--- config.mk ---
export PLATFORM = sky130hd
export DESIGN_NAME = ref_switchover
export DESIGN_NICKNAME = d
export VERILOG_FILES = /design/src/design/ref_switch_pkg.sv /design/src/design/ref_monitor.sv /design/src/design/ref_prediv.sv /design/src/design/ref_switchover.sv
export VERILOG_INCLUDE_DIRS = /design/src /design/src/design
export SDC_FILE = /design/constraint.sdc
export NUM_CORES = 1
export LEC_CHECK = 0
export BUFFER_PORTS_ARGS = -buffer_cell sky130_fd_sc_hd__buf_2
export CAP_MARGIN = 0
export CORE_MARGIN = 3
export CORE_UTILIZATION = 51
export DETAILED_ROUTE_END_ITERATION = 6
export MAX_ROUTING_LAYER = met4
export PLACE_DENSITY = 0.74
export RECOVER_POWER = 50
export SLEW_MARGIN = 10
export SYNTH_ARGS = -nofsm -noshare
export SYNTH_HDL_FRONTEND = slang
export SYNTH_SLANG_ARGS = --single-unit
--- constraint.sdc ---
create_clock -name aclk -period 3.4 [get_ports aclk]
set_clock_uncertainty 0.15 [all_clocks]
set_input_delay 0.68 -clock aclk [delete_from_list [all_inputs] [get_ports aclk]]
set_output_delay 0.68 -clock aclk [all_outputs]
set_load 0.01 [all_outputs]
--- src/design/ref_switch_consts.svh ---
// What this block does
// - each reference has its own divider, integer ratio 1 through 1023
// - presence is judged on divided references and drives switchover control
// - one reference present is used; with two, one active, other backup
// - active reference failing moves to an available backup automatically
// - switchover fires when primary disappears and secondary is present
// - nonrevertive stays on secondary; returns only if secondary disappears
// - revertive returns to primary as soon as primary is detected again
// - a configuration bit picks revertive or nonrevertive behaviour
// - manual selection by register bit or by external select pin
// - no reference present enters holdover with charge pump tristated
// - holdover lasts until a reference returns, then loop resynchronises
// - misc bit 6 forces charge pump to mid-supply during holdover
// - differential receiver off when not selected or loop powered down
// - single-ended buffer off on loop power-down, own bit, or differential
// - secondary divider copies primary unless misc bit 7 is set
`ifndef REF_SWITCH_CONSTS_SVH
`define REF_SWITCH_CONSTS_SVH

// register indices; byte address is four times the index
`define IDX_DIV_PRI 10'h010
`define IDX_DIV_SEC 10'h012
`define IDX_INPUT_CFG 10'h01a
`define IDX_MISC 10'h01c
`define IDX_STATUS 10'h020

`define CFG_LOOP_PD_BIT 0
`define CFG_PRI_SE_PD_BIT 1
`define CFG_SEC_SE_PD_BIT 2
`define CFG_PRI_CMOS_BIT 5
`define CFG_SEC_CMOS_BIT 6

`define MISC_REVERT_BIT 0
`define MISC_MANUAL_BIT 1
`define MISC_MAN_SEL_BIT 2
`define MISC_PIN_SEL_BIT 3
`define MISC_CP_MID_BIT 6
`define MISC_INDEP_DIV_BIT 7

`define ST_ACTIVE_SEC_BIT 0
`define ST_PRI_PRESENT_BIT 1
`define ST_SEC_PRESENT_BIT 2
`define ST_HOLDOVER_BIT 3
`define ST_HOLD_ENTERED_BIT 4
`define ST_SWITCHED_BIT 5

`define DIV_RESET 10'h001
`define CFG_RESET 8'h00
`define MISC_RESET 8'h00

`define CLK_MHZ 40
`define REF_LOSS_US 100
`define REF_LOSS_CYCLES (`REF_LOSS_US * `CLK_MHZ)

`endif

--- src/design/ref_switch_pkg.sv ---
package ref_switch_pkg;
  typedef enum logic [1:0] {
    ST_PRIMARY = 2'b00,
    ST_SECONDARY = 2'b01,
    ST_HOLDOVER = 2'b10
  } ref_state_t;
  typedef enum logic [1:0] {
    RESP_OKAY = 2'b00,
    RESP_SLVERR = 2'b10
  } axi_resp_t;
  typedef logic [9:0] div_ratio_t;
endpackage : ref_switch_pkg

--- src/design/ref_monitor.sv ---
`timescale 1ns/100ps
`default_nettype none
`include "ref_switch_consts.svh"
module ref_monitor (
  // clock and reset
  input wire logic aclk,
  input wire logic aresetn,
  // divided reference
  input wire logic div_pulse,
  // presence verdict
  output logic present
);
  logic [11:0] gap_reg;
  localparam logic [11:0] LOSS_LIMIT = 12'(`REF_LOSS_CYCLES);

  // the limit must exceed the slowest divided period in use
  always_ff @(posedge aclk) begin
    if (!aresetn) begin
      gap_reg <= 12'h000;
      present <= 1'b0;
    end else if (div_pulse) begin
      gap_reg <= 12'h000;
      present <= 1'b1;
    end else if (gap_reg >= LOSS_LIMIT - 12'h001) begin
      present <= 1'b0;
    end else begin
      gap_reg <= gap_reg + 12'h001;
    end
  end

  a_loss_timeout: assert property (@(posedge aclk) disable iff (!aresetn)
    (!div_pulse && gap_reg == LOSS_LIMIT - 12'h001) |=> !present)
    else $error("reference not declared lost at limit");
  a_pulse_present: assert property (@(posedge aclk) disable iff (!aresetn)
    div_pulse |=> present && gap_reg == 12'h000)
    else $error("divided pulse did not mark presence");
endmodule : ref_monitor
`default_nettype wire

--- src/design/ref_prediv.sv ---
`timescale 1ns/100ps
`default_nettype none
`include "ref_switch_consts.svh"
module ref_prediv
  import ref_switch_pkg::*;
(
  // clock and reset
  input wire logic aclk,
  input wire logic aresetn,
  // reference pin and ratio
  input wire logic ref_pin,
  input wire div_ratio_t div_value,
  // one pulse per divided period
  output logic div_pulse
);
  logic s1_reg, s2_reg, s3_reg, level_reg;
  div_ratio_t cnt_reg;
  logic rise, last;

  always_ff @(posedge aclk) begin
    if (!aresetn) begin
      s1_reg <= 1'b0;
      s2_reg <= 1'b0;
      s3_reg <= 1'b0;
      level_reg <= 1'b0;
    end else begin
      s1_reg <= ref_pin;
      s2_reg <= s1_reg;
      s3_reg <= s2_reg;
      if (s2_reg == s3_reg) begin
        level_reg <= s3_reg;
      end
    end
  end

  assign rise = (s2_reg == s3_reg) && s3_reg && !level_reg;
  // a ratio of zero is taken as one so the divider never stalls
  assign last = (div_value <= 10'h001) || (cnt_reg >= div_value - 10'h001);

  always_ff @(posedge aclk) begin
    if (!aresetn) begin
      cnt_reg <= 10'h000;
      div_pulse <= 1'b0;
    end else begin
      div_pulse <= rise && last;
      if (rise) begin
        cnt_reg <= last ? 10'h000 : cnt_reg + 10'h001;
      end
    end
  end

  a_div_count: assert property (@(posedge aclk) disable iff (!aresetn)
    (rise && !last) |=> !div_pulse)
    else $error("divided pulse before ratio reached");
endmodule : ref_prediv
`default_nettype wire

--- src/design/ref_switchover.sv ---
// The implementer's own choices: the placing of the registers and register access over AXI4-Lite.
`timescale 1ns/100ps
`default_nettype none
`include "ref_switch_consts.svh"
module ref_switchover
  import ref_switch_pkg::*;
(
  // clock and reset
  input wire logic aclk,
  input wire logic aresetn,
  // axi4-lite write address
  input wire logic [11:0] s_axi_awaddr,
  input wire logic s_axi_awvalid,
  output logic s_axi_awready,
  // axi4-lite write data
  input wire logic [31:0] s_axi_wdata,
  input wire logic [3:0] s_axi_wstrb,
  input wire logic s_axi_wvalid,
  output logic s_axi_wready,
  // axi4-lite write response
  output logic [1:0] s_axi_bresp,
  output logic s_axi_bvalid,
  input wire logic s_axi_bready,
  // axi4-lite read address
  input wire logic [11:0] s_axi_araddr,
  input wire logic s_axi_arvalid,
  output logic s_axi_arready,
  // axi4-lite read data
  output logic [31:0] s_axi_rdata,
  output logic [1:0] s_axi_rresp,
  output logic s_axi_rvalid,
  input wire logic s_axi_rready,
  // reference pins
  input wire logic primary_reference_input,
  input wire logic secondary_reference_input,
  input wire logic ref_select_pin,
  // loop control
  output logic active_secondary,
  output logic holdover_active,
  output logic cp_tristate,
  output logic cp_midsupply,
  output logic input_loop_resync,
  // receiver power-down
  output logic pri_diff_rx_pd,
  output logic sec_diff_rx_pd,
  output logic pri_se_buf_pd,
  output logic sec_se_buf_pd
);
  div_ratio_t div_pri_reg, div_sec_reg, div_sec_eff;
  logic [7:0] cfg_reg, misc_reg;
  logic hold_entered_reg, switched_reg;
  logic [11:2] awaddr_reg;
  logic [31:0] wdata_reg;
  logic [3:0] wstrb_reg;
  logic wr_en;
  logic [31:0] rd_data;
  logic rd_ok, wr_ok;
  logic pri_pulse, sec_pulse, pri_present, sec_present;
  logic sel1_reg, sel2_reg, sel3_reg, sel_level_reg;
  ref_state_t state_reg, state_next;
  logic manual, want_sec, revert;

  function automatic logic [31:0] wmerge(input logic [31:0] old, input logic [31:0] d,
                                         input logic [3:0] s);
    logic [31:0] r;
    r = old;
    for (int i = 0; i < 4; i++) begin
      if (s[i]) begin
        r[i*8 +: 8] = d[i*8 +: 8];
      end
    end
    return r;
  endfunction : wmerge

  // ---------------- bus slave ----------------
  assign wr_en = !s_axi_awready && !s_axi_wready && !s_axi_bvalid;
  assign wr_ok = (awaddr_reg == `IDX_DIV_PRI) || (awaddr_reg == `IDX_DIV_SEC) ||
                 (awaddr_reg == `IDX_INPUT_CFG) || (awaddr_reg == `IDX_MISC) ||
                 (awaddr_reg == `IDX_STATUS);

  always_ff @(posedge aclk) begin
    if (!aresetn) begin
      s_axi_awready <= 1'b1;
      s_axi_wready <= 1'b1;
      s_axi_bvalid <= 1'b0;
      s_axi_bresp <= RESP_OKAY;
      awaddr_reg <= 10'h000;
      wdata_reg <= 32'h0;
      wstrb_reg <= 4'h0;
    end else begin
      if (s_axi_awvalid && s_axi_awready) begin
        s_axi_awready <= 1'b0;
        awaddr_reg <= s_axi_awaddr[11:2];
      end
      if (s_axi_wvalid && s_axi_wready) begin
        s_axi_wready <= 1'b0;
        wdata_reg <= s_axi_wdata;
        wstrb_reg <= s_axi_wstrb;
      end
      if (wr_en) begin
        s_axi_bvalid <= 1'b1;
        s_axi_bresp <= wr_ok ? RESP_OKAY : RESP_SLVERR;
      end
      if (s_axi_bvalid && s_axi_bready) begin
        s_axi_bvalid <= 1'b0;
        s_axi_awready <= 1'b1;
        s_axi_wready <= 1'b1;
      end
    end
  end

  always_comb begin
    rd_data = 32'h0;
    rd_ok = 1'b1;
    unique case (s_axi_araddr[11:2])
      `IDX_DIV_PRI: rd_data = {22'h0, div_pri_reg};
      `IDX_DIV_SEC: rd_data = {22'h0, div_sec_reg};
      `IDX_INPUT_CFG: rd_data = {24'h0, cfg_reg};
      `IDX_MISC: rd_data = {24'h0, misc_reg};
      `IDX_STATUS: rd_data = {26'h0, switched_reg, hold_entered_reg, holdover_active,
                              sec_present, pri_present, active_secondary};
      default: rd_ok = 1'b0;
    endcase
  end

  always_ff @(posedge aclk) begin
    if (!aresetn) begin
      s_axi_arready <= 1'b1;
      s_axi_rvalid <= 1'b0;
      s_axi_rdata <= 32'h0;
      s_axi_rresp <= RESP_OKAY;
    end else if (s_axi_arvalid && s_axi_arready) begin
      s_axi_arready <= 1'b0;
      s_axi_rvalid <= 1'b1;
      s_axi_rdata <= rd_data;
      s_axi_rresp <= rd_ok ? RESP_OKAY : RESP_SLVERR;
    end else if (s_axi_rvalid && s_axi_rready) begin
      s_axi_rvalid <= 1'b0;
      s_axi_arready <= 1'b1;
    end
  end

  // ---------------- configuration registers ----------------
  always_ff @(posedge aclk) begin
    if (!aresetn) begin
      div_pri_reg <= `DIV_RESET;
      div_sec_reg <= `DIV_RESET;
      cfg_reg <= `CFG_RESET;
      misc_reg <= `MISC_RESET;
    end else if (wr_en) begin
      unique case (awaddr_reg)
        `IDX_DIV_PRI: div_pri_reg <= 10'(wmerge({22'h0, div_pri_reg}, wdata_reg, wstrb_reg));
        `IDX_DIV_SEC: div_sec_reg <= 10'(wmerge({22'h0, div_sec_reg}, wdata_reg, wstrb_reg));
        `IDX_INPUT_CFG: cfg_reg <= 8'(wmerge({24'h0, cfg_reg}, wdata_reg, wstrb_reg));
        `IDX_MISC: misc_reg <= 8'(wmerge({24'h0, misc_reg}, wdata_reg, wstrb_reg));
        default: ;
      endcase
    end
  end

  // ---------------- dividers and monitors ----------------
  assign div_sec_eff = misc_reg[`MISC_INDEP_DIV_BIT] ? div_sec_reg : div_pri_reg;

  ref_prediv u_pri_div (
    .aclk(aclk),
    .aresetn(aresetn),
    .ref_pin(primary_reference_input),
    .div_value(div_pri_reg),
    .div_pulse(pri_pulse)
  );
  ref_prediv u_sec_div (
    .aclk(aclk),
    .aresetn(aresetn),
    .ref_pin(secondary_reference_input),
    .div_value(div_sec_eff),
    .div_pulse(sec_pulse)
  );
  ref_monitor u_pri_mon (
    .aclk(aclk),
    .aresetn(aresetn),
    .div_pulse(pri_pulse),
    .present(pri_present)
  );
  ref_monitor u_sec_mon (
    .aclk(aclk),
    .aresetn(aresetn),
    .div_pulse(sec_pulse),
    .present(sec_present)
  );

  // select pin is asynchronous; act only once two late stages agree
  always_ff @(posedge aclk) begin
    if (!aresetn) begin
      sel1_reg <= 1'b0;
      sel2_reg <= 1'b0;
      sel3_reg <= 1'b0;
      sel_level_reg <= 1'b0;
    end else begin
      sel1_reg <= ref_select_pin;
      sel2_reg <= sel1_reg;
      sel3_reg <= sel2_reg;
      if (sel2_reg == sel3_reg) begin
        sel_level_reg <= sel3_reg;
      end
    end
  end

  // ---------------- switchover control ----------------
  assign manual = misc_reg[`MISC_MANUAL_BIT];
  assign revert = misc_reg[`MISC_REVERT_BIT];
  assign want_sec = misc_reg[`MISC_PIN_SEL_BIT] ? sel_level_reg
                                                 : misc_reg[`MISC_MAN_SEL_BIT];

  always_comb begin
    state_next = state_reg;
    if (!pri_present && !sec_present) begin
      state_next = ST_HOLDOVER;
    end else if (manual) begin
      // a manual choice of a missing reference holds over rather than drift
      if (want_sec) begin
        state_next = sec_present ? ST_SECONDARY : ST_HOLDOVER;
      end else begin
        state_next = pri_present ? ST_PRIMARY : ST_HOLDOVER;
      end
    end else begin
      unique case (state_reg)
        ST_PRIMARY: if (!pri_present) state_next = ST_SECONDARY;
        ST_SECONDARY: begin
          // revertive mode returns as soon as the primary is back
          if (!sec_present || (revert && pri_present)) begin
            state_next = ST_PRIMARY;
          end
        end
        ST_HOLDOVER: state_next = pri_present ? ST_PRIMARY : ST_SECONDARY;
        default: state_next = ST_HOLDOVER;
      endcase
    end
  end

  always_ff @(posedge aclk) begin
    if (!aresetn) begin
      state_reg <= ST_HOLDOVER;
      active_secondary <= 1'b0;
      holdover_active <= 1'b1;
      cp_tristate <= 1'b1;
      cp_midsupply <= 1'b0;
      input_loop_resync <= 1'b0;
    end else begin
      state_reg <= state_next;
      active_secondary <= (state_next == ST_SECONDARY);
      holdover_active <= (state_next == ST_HOLDOVER);
      cp_midsupply <= (state_next == ST_HOLDOVER) && misc_reg[`MISC_CP_MID_BIT];
      cp_tristate <= (state_next == ST_HOLDOVER) && !misc_reg[`MISC_CP_MID_BIT];
      input_loop_resync <= (state_next != state_reg) && (state_next != ST_HOLDOVER);
    end
  end

  // sticky events clear on writing one; a new event in that cycle wins
  always_ff @(posedge aclk) begin
    if (!aresetn) begin
      hold_entered_reg <= 1'b0;
      switched_reg <= 1'b0;
    end else begin
      hold_entered_reg <= (state_next == ST_HOLDOVER && state_reg != ST_HOLDOVER) ||
        (hold_entered_reg && !(wr_en && awaddr_reg == `IDX_STATUS && wstrb_reg[0] &&
        wdata_reg[`ST_HOLD_ENTERED_BIT]));
      switched_reg <= (state_next != state_reg && state_reg != ST_HOLDOVER &&
        state_next != ST_HOLDOVER) ||
        (switched_reg && !(wr_en && awaddr_reg == `IDX_STATUS && wstrb_reg[0] &&
        wdata_reg[`ST_SWITCHED_BIT]));
    end
  end

  // ---------------- receiver power-down ----------------
  always_ff @(posedge aclk) begin
    if (!aresetn) begin
      pri_diff_rx_pd <= 1'b0;
      sec_diff_rx_pd <= 1'b0;
      pri_se_buf_pd <= 1'b1;
      sec_se_buf_pd <= 1'b1;
    end else begin
      pri_diff_rx_pd <= cfg_reg[`CFG_PRI_CMOS_BIT] || cfg_reg[`CFG_LOOP_PD_BIT];
      sec_diff_rx_pd <= cfg_reg[`CFG_SEC_CMOS_BIT] || cfg_reg[`CFG_LOOP_PD_BIT];
      pri_se_buf_pd <= cfg_reg[`CFG_LOOP_PD_BIT] || cfg_reg[`CFG_PRI_SE_PD_BIT] ||
                       !cfg_reg[`CFG_PRI_CMOS_BIT];
      sec_se_buf_pd <= cfg_reg[`CFG_LOOP_PD_BIT] || cfg_reg[`CFG_SEC_SE_PD_BIT] ||
                       !cfg_reg[`CFG_SEC_CMOS_BIT];
    end
  end

  // ---------------- checks ----------------
  a_single_ref_used: assert property (@(posedge aclk) disable iff (!aresetn)
    (!manual && pri_present && !sec_present) |=> !active_secondary && !holdover_active)
    else $error("lone primary not made active");
  a_fail_to_backup: assert property (@(posedge aclk) disable iff (!aresetn)
    (!manual && state_reg == ST_PRIMARY && !pri_present && sec_present)
    |=> active_secondary ##0 input_loop_resync)
    else $error("no switchover to secondary");
  a_nonrevert_stays: assert property (@(posedge aclk) disable iff (!aresetn)
    (!manual && !revert && state_reg == ST_SECONDARY && sec_present) |=> active_secondary)
    else $error("left secondary in nonrevertive mode");
  a_revert_primary: assert property (@(posedge aclk) disable iff (!aresetn)
    (!manual && revert && state_reg == ST_SECONDARY && pri_present)
    |=> !active_secondary && !holdover_active)
    else $error("no return to primary in revertive mode");
  a_holdover_entry: assert property (@(posedge aclk) disable iff (!aresetn)
    (!pri_present && !sec_present) |=> holdover_active && (cp_tristate || cp_midsupply))
    else $error("holdover not entered");
  a_holdover_exit: assert property (@(posedge aclk) disable iff (!aresetn)
    (!manual && state_reg == ST_HOLDOVER && (pri_present || sec_present))
    |=> !holdover_active && input_loop_resync ##1 !input_loop_resync)
    else $error("holdover exit without resync");
  a_cp_midsupply: assert property (@(posedge aclk) disable iff (!aresetn)
    holdover_active |-> (cp_tristate ^ cp_midsupply) &&
      (cp_midsupply == $past(misc_reg[`MISC_CP_MID_BIT])))
    else $error("charge pump state wrong in holdover");
  a_diff_rx_pd: assert property (@(posedge aclk) disable iff (!aresetn)
    $past(cfg_reg[`CFG_LOOP_PD_BIT]) |-> pri_diff_rx_pd && sec_diff_rx_pd &&
      pri_se_buf_pd && sec_se_buf_pd)
    else $error("receivers alive during loop power-down");
  a_manual_pin: assert property (@(posedge aclk) disable iff (!aresetn)
    (manual && misc_reg[`MISC_PIN_SEL_BIT] && sel_level_reg && sec_present)
    |=> active_secondary)
    else $error("select pin ignored");
endmodule : ref_switchover
`default_nettype wire

==> summary.md, run 1 <==
| Metric | Value |
|---|---|
| Worst-Skew Late Latency | `430 ps` |
| Top cell type's share of synthesized area | `about two fifths` |
| First-pass GRT wire length | `~25000 um` |
| Slew margin rel. | `about 7.5%` |
| Sequential area share after synthesis | `40.8%` |
| CP endpoint kind | `register` |
| Vias in the first global route | `around 5.2k` |
| Area Growth Syn to Fin | `13.1%` |
| TritonRoute pass-1 iters | `5` |
| Final-report setup violation count | `0` |
| Syn_area_per_cell | `8.93 um^2` |
| Initial Util | `53.4%` |
| Crit path required time | `between 3000 and 4000 ps` |
| Top cells by count, synth | `dfxtp_1 (148), nand2_1 (101), nor2_1 (67)` |
| All-layer global routing usage | `roughly a fifth` |
| Pwr dens | `roughly 470 nW/um^2` |
| TNS Setup | `0 ps` |
| Critical path arrival | `around 3300 ps` |
| DRC errors left | `0` |
| Maximum VDD drop | `approximately 0.34 mV` |
| Hold path startpoint | `u_sec_div.s1_reg` |
| Grt met2 use | `between 30% and 40%` |
| Post-CTS Setup Repair Bufs | `0` |
| Internal cell power | `slightly below 3 mW` |
| Met1 GRT Util | `~25%` |
| R2r startpoint | `div_pri_reg[4]` |
| Tmin final | `3120 ps` |
| Number of DRC markers in iteration 0 | `236` |
| ANT cells | `0` |
| Hold-fix buffers, CTS | `0` |
| Worst setup SP type | `register` |
| Synth top area cells | `dfxtp_1 (41%), mux2i_1 (8.1%), nand2_1 (5.2%)` |
| Initial antenna violation count | `0` |
| Setup crit start | `div_pri_reg[4]` |
| Final hold vios | `0` |
| CTS H-Tree Depth | `4` |
| Core area | `about 14000 um^2` |
| Most numerous cell in the Yosys netlist | `dfxtp_1` |
| Largest net degree at the start of global routing | `91` |
| Row count | `42` |
| Root Buffer | `clkbuf_16` |
| Hpwl dp | `between 10000 and 15000 um` |
| MaxCap Viol Count | `0` |
| Gr busiest metal | `met2` |
| Post-CTS Resized | `0` |
| Via Count | `around 5.6k` |
| DR vias/cell | `roughly 5.2` |
| Clock tree buffer depth | `2` |
| Asr flop ratio synth | `0%` |
| Post-Syn Area | `between 7000 and 8000 um^2` |
| RSZ-0062 raised after global routing | `no` |
| R2r worst-path depth | `9` |
| Post-synth cell types | `59` |
| Lkg Pwr | `approximately 3.3 nW` |
| Worst-path fanout max | `11` |
| Crit-path max cell delay | `between 500 and 600 ps` |
| Post-synth EDFFs | `0` |
| Die H | `around 130 um` |
| Post-route ant nets | `0` |
| Hold WC Path Type | `reg2reg` |
| Die Span X | `between 100 and 150 um` |
| Wire length per cell | `around 14 um` |
| Max Slew Vio Count | `0` |
| Num CTS Buffers | `17` |
| Combinational Power Share | `a little over 5%` |
| Final Cycle Share | `about nine tenths` |
| Fmax | `approximately 320 MHz` |
| Gpl congestion | `between 0.8 and 0.9` |
| Worst Tran Pin Value | `approximately 1400 ps` |
| Sw Pwr | `0.970 mW` |
| Final wirelength | `roughly 15000 um` |
| Die ar. | `15700 um^2` |
| Synth Register Bits | `roughly 150` |
| Mapped Cells | `814` |
| Reg power frac | `46.6%` |
| CP cell instances | `or4_1 -> nor3_1 -> xnor2_1 -> ha_1 -> and3_1 -> a221o_1 -> o21ai_0 -> o211ai_2 -> nor2_1` |
| PortBufs | `67` |
| Total power | `slightly below 4 mW` |
| M3 GR Usage | `under 10%` |
| CTS tree | `done` |
| CP max-delay cell | `or4_1` |
| Outcome | `completed` |
| Nets | `roughly 980` |
| Clk pin slew, worst setup/hold paths | `60 ps` |
| Hold Path Depth | `1` |
| Crit Path Class | `reg2reg` |
| Area leader, netlist | `dfxtp_1` |
| Share of post-route cells with drive strength above 1 | `10.6%` |
| Clock power share | `48.4%` |
| Ports | `120` |
| Synthesis Warnings | `0` |
| Clock Sink Count | `roughly 150` |
| Global route total overflow | `0` |
| Switching part of the total | `between 20% and 30%` |
| Ys flop type | `dfxtp_1` |
power by group through the flow:
| stage | Clock, mW | Sequential (mW) | Combinational, mW |
|---|---|---|---|
| after CTS | 1.91 | 1.81 | 0.202 |
| after detailed placement | 0 | 1.85 | 0.201 |
| after floorplan | 0 | 1.84 | 0.156 |
| after global placement | 0 | 1.84 | 0.199 |
| final | 1.88 | 1.81 | 0.197 |
| after global routing | 1.98 | 1.81 | 0.222 |
cell usage in the layout (no fill, tap or decap), types with 3 or more instances in the layout:
master and count:
and2_0 3, conb_1 24, a21o_1 5, nor4_1 4, dfxtp_1 147, o21a_1 5, a22o_1 6, and4_1 4
nor3b_1 6, clkbuf_1 25, o2bb2ai_1 4, xor2_1 32, mux2i_1 58, and2_1 13, nand2b_1 11, nor2b_1 45
a21boi_0 32, clkbuf_16 17, inv_1 13, nor2_1 67, buf_2 43, and3_1 7, nand3_1 26, ha_1 30
o21ai_0 30, buf_4 5, nor3_1 8, inv_6 8, xnor2_1 19, nand2_1 101, nand4_1 10, a21oi_1 33
layout make-up:
type	count	area, um^2
multi-input cells	622	4040
inverters	13	48.8
repair buffers	74	352
well taps	176	220
clock inverters	14	156
fillers	1222	5390
flip-flops and latches	148	2960
clock buffers	18	439
metrics by stage:
stage	std cells	util, %	setup slack, ps	instance area [um^2]	hold WS (ps)
global placement	1033	56.3	339	7670	267
detailed placement	1033	56.3	249	7670	271
floorplan	837	-	206	7350	255
global route	1065	60.4	68.6	8220	293
CTS	1065	60.7	239	8260	286
finish	1065	60.4	278	8220	285
metal layers:
metal | vias to the layer above | part of all wire (%)
met4 | 0 | 1.4
met2 | 118 | 47
li1 | 2883 | -
met3 | 17 | 4.5
met1 | 2551 | 47
met5 | - | 0
critical path: cells and delay by family (launching register included):
kind,cells,cell delay [ps]
simple gates,4,1180
compound gates,3,880
flops,1,430
fa+ha+maj,1,260
xor+xnor,1,150
logic make-up after synthesis:
| logic type | after synthesis | synth area share (%) |
|---|---|---|
| mux | 59 | 8.13 |
| xor+xnor | 51 | 6.15 |
| compound gates | 138 | 12.6 |
| buf+inv | 67 | 4.89 |
| simple gates | 320 | 22.3 |
| fa+ha+maj | 30 | 5.17 |
| other cells | 1 | 0.0516 |
| flops | 148 | 40.8 |
final timing paths:
path                                        endpoint  slack, ps
worst min-delay path                u_sec_div.s2_reg        280
worst max-delay path            u_pri_div.cnt_reg[1]        280
worst max register to register  u_pri_div.cnt_reg[1]        280
worst min register to register      u_sec_div.s2_reg        280
Note: power is estimated with default switching activity, not from simulation.
==> run 2: changes to the inputs <==
- CORE_ASPECT_RATIO: unset -> 0.6
- CTS_BUF_LIST: unset -> sky130_fd_sc_hd__clkbuf_4 sky130_fd_sc_hd__clkbuf_8 sky130_fd_sc_hd__clkbuf_16
- GPL_TIMING_DRIVEN: unset -> 0
==> run 2 against run 1 <==
  * The flow now finishes with violations (capacitance limit, slew limit)
  * Utilization is 1.5 points higher
  * Flip-flop and latch count stayed put
  * Sequential share of layout area is 1.4 points lower
  * Design area is 3.9% higher
  * Die area is 0.30% higher
==> summary.md, run 2 (synthesis gave the netlist of run 1 again) <==
| Metric | Value |
|---|---|
| Most common cell after layout, fill and taps aside | `dfxtp_1` |
| Clock tree buffer depth | `2 (unchanged)` |
| Core area | `13800 um^2 (+1.3%)` |
| R2R Path End | `u_sec_div.div_pulse` |
| Die Span X | `160 um (+28%)` |
| Finished Cell Area | `8540 um^2 (+3.9%)` |
| TritonRoute pass-1 iters | `5 (unchanged)` |
| Initial Util | `52.7% (-0.70 points)` |
| Combinational Power Share | `6.1% (+1.0 points)` |
| Tmin final | `3320 ps (+195 ps)` |
| Pwr dens | `461 nW/um^2 (-2.3%)` |
| Fin util | `61.9% (+1.5 points)` |
| Area Growth Syn to Fin | `17.5%` |
| Fmax | `302 MHz (-5.9%)` |
| DR vias/cell | `5.27 (+0.84%)` |
| Worst-path fanout max | `8 (-3)` |
| ANT cells | `0 (unchanged)` |
| DRC errors left | `0 (unchanged)` |
| Commonest cells after routing, fill and taps aside | `dfxtp_1 (148), nand2_1 (101), nor2_1 (68)` |
| Nets | `1027 (+5.2%)` |
| Die H | `98.5 um (-21%)` |
| Num CTS Buffers | `17 (unchanged)` |
| Worst setup SP type | `register` |
| Vias in the first global route | `5427 (+4.8%)` |
| Hold Path Depth | `1 (unchanged)` |
| Via Count | `5964 (+7.1%)` |
| R2r worst-path depth | `12 (+3)` |
| Initial antenna violation count | `0 (unchanged)` |
| Global route total overflow | `0 (unchanged)` |
| All-layer global routing usage | `23.3% (+3.6 points)` |
| Worst Tran Pin Value | `2070 ps (+679 ps)` |
| First-pass GRT wire length | `28400 um (+15%)` |
| Hpwl dp | `12800 um (+22%)` |
| Slew margin rel. | `-39.5% (-47 points)` |
| Hold WC Path Type | `reg2reg` |
| Crit Path Class | `reg2reg` |
| R2r startpoint | `div_pri_reg[2]` |
| MaxCap Viol Count | `1 (+1)` |
| Number of DRC markers in iteration 0 | `487 (+110%)` |
| Wire length per cell | `15.5 um (+11%)` |
| Worst hold endpoint | `u_pri_div.s2_reg` |
| Placed cell area | `7930 um^2 (+3.4%)` |
| Post-route ant nets | `0 (unchanged)` |
| Lkg Pwr | `3.42 nW (+4.8%)` |
| Max Slew Vio Count | `11 (+11)` |
| Final-report setup violation count | `0 (unchanged)` |
| CP endpoint kind | `register` |
| Outcome | `finished, violations left` |
| Clock power share | `47.9% (-0.5 points)` |
| Ports | `120 (unchanged)` |
| Root Buffer | `clkbuf_16` |
| Share of post-route cells with drive strength above 1 | `12.4% (+1.8 points)` |
| Clk pin slew, worst setup/hold paths | `60 ps (about the same)` |
| Row count | `33 (-21%)` |
| Clock Sink Count | `148 (unchanged)` |
| Gpl congestion | `0.875 (-0.58%)` |
| Sw Pwr | `0.927 mW (-4.5%)` |
| Final wirelength | `17600 um (+18%)` |
| Crit path required time | `3540 ps (-60 ps)` |
| Reg power frac | `46.0% (-0.6 points)` |
| CTS tree | `done` |
| Maximum VDD drop | `0.315 mV (-7.7%)` |
| Failing checks | `capacitance limit, slew limit` |
| PortBufs | `67 (unchanged)` |
| Hold path startpoint | `u_pri_div.s1_reg` |
| Largest net degree at the start of global routing | `17 (-81%)` |
| Final Cycle Share | `97.5% (+5.7 points)` |
| R2R Setup Slk | `80 ps (-190 ps)` |
| Die ar. | `15800 um^2 (+0.30%)` |
| TNS Setup | `0 ps (unchanged)` |
| Switching part of the total | `23.5% (-1.5 points)` |
| Worst-Skew Late Latency | `420 ps (about the same)` |
| Internal cell power | `3.01 mW (+3.4%)` |
| Total power | `3.94 mW (+1.4%)` |
| Final hold vios | `0 (unchanged)` |
| CTS H-Tree Depth | `4 (unchanged)` |
| Critical path arrival | `3460 ps (+140 ps)` |
run 2: worst max-delay path, stage by stage (launching register included):
cell      delay [ps]
dfxtp_1          300
clkbuf_1         250
nor3_1           440
o211ai_1         260
or3_1            360
a21oi_1          150
a21oi_1           60
ha_1             290
nand3_1           70
o21ai_0          220
a211oi_2         130
buf_4            160
nor3b_1          340
run 2: worst max-delay path by stage:
stage	startpoint	endpoint	slack, ps	cells past startpoint
finish	div_pri_reg[2]	u_sec_div.div_pulse	80	12
global route	misc_reg[7]	u_sec_div.cnt_reg[2]	-20	14
CTS	misc_reg[7]	u_sec_div.cnt_reg[8]	70	13
detailed placement	misc_reg[7]	u_sec_div.cnt_reg[8]	-450	13
global placement	misc_reg[7]	u_sec_div.cnt_reg[9]	-400	13
floorplan	misc_reg[7]	u_sec_div.cnt_reg[3]	210	13
run 2: final cells by class:
class                      instances  area, um^2
tap                              192         240
clock buffer                      21         468
timing repair buffer              70         324
clock inverter                    10         123
fill                            1211        5250
buffer                            54         318
inverter                          13        48.8
sequential                       148        2960
multi-input combinational        623        4050
run 2: repair_timing:
item	in CTS	in global routing
endpoints found under the setup margin	11	22
gates cloned	0	1
gates resized for setup	2	11
pin swaps	1	1
setup buffers	1	2
hold buffers	0	0
run 2: power by group through the flow:
stage	sequential (mW)	combinational (mW)	clock, mW
final	1.81	0.240	1.89
after global routing	1.82	0.268	1.98
after CTS	1.81	0.240	1.91
after detailed placement	1.85	0.238	0
after global placement	1.85	0.234	0
after floorplan	1.84	0.156	0
run 2: stage by stage:
step / worst slack (ps) / hold slack [ps] / cells
global route: -19.4 / 292 / 1131
finish: 83.8 / 285 / 1131
detailed placement: -452 / 269 / 1096
CTS: 67.0 / 284 / 1128
global placement: -402 / 263 / 1096
floorplan: 206 / 255 / 837
run 2: per-layer routing:
layer / vias up / share of wire (%) / GRT usage (%)
met5: - / 0 / -
met4: 0 / 1.3 / 7.33
met3: 24 / 9.5 / 4.70
met2: 247 / 37 / 29.3
met1: 2706 / 52 / 36.5
li1: 2987 / - / -
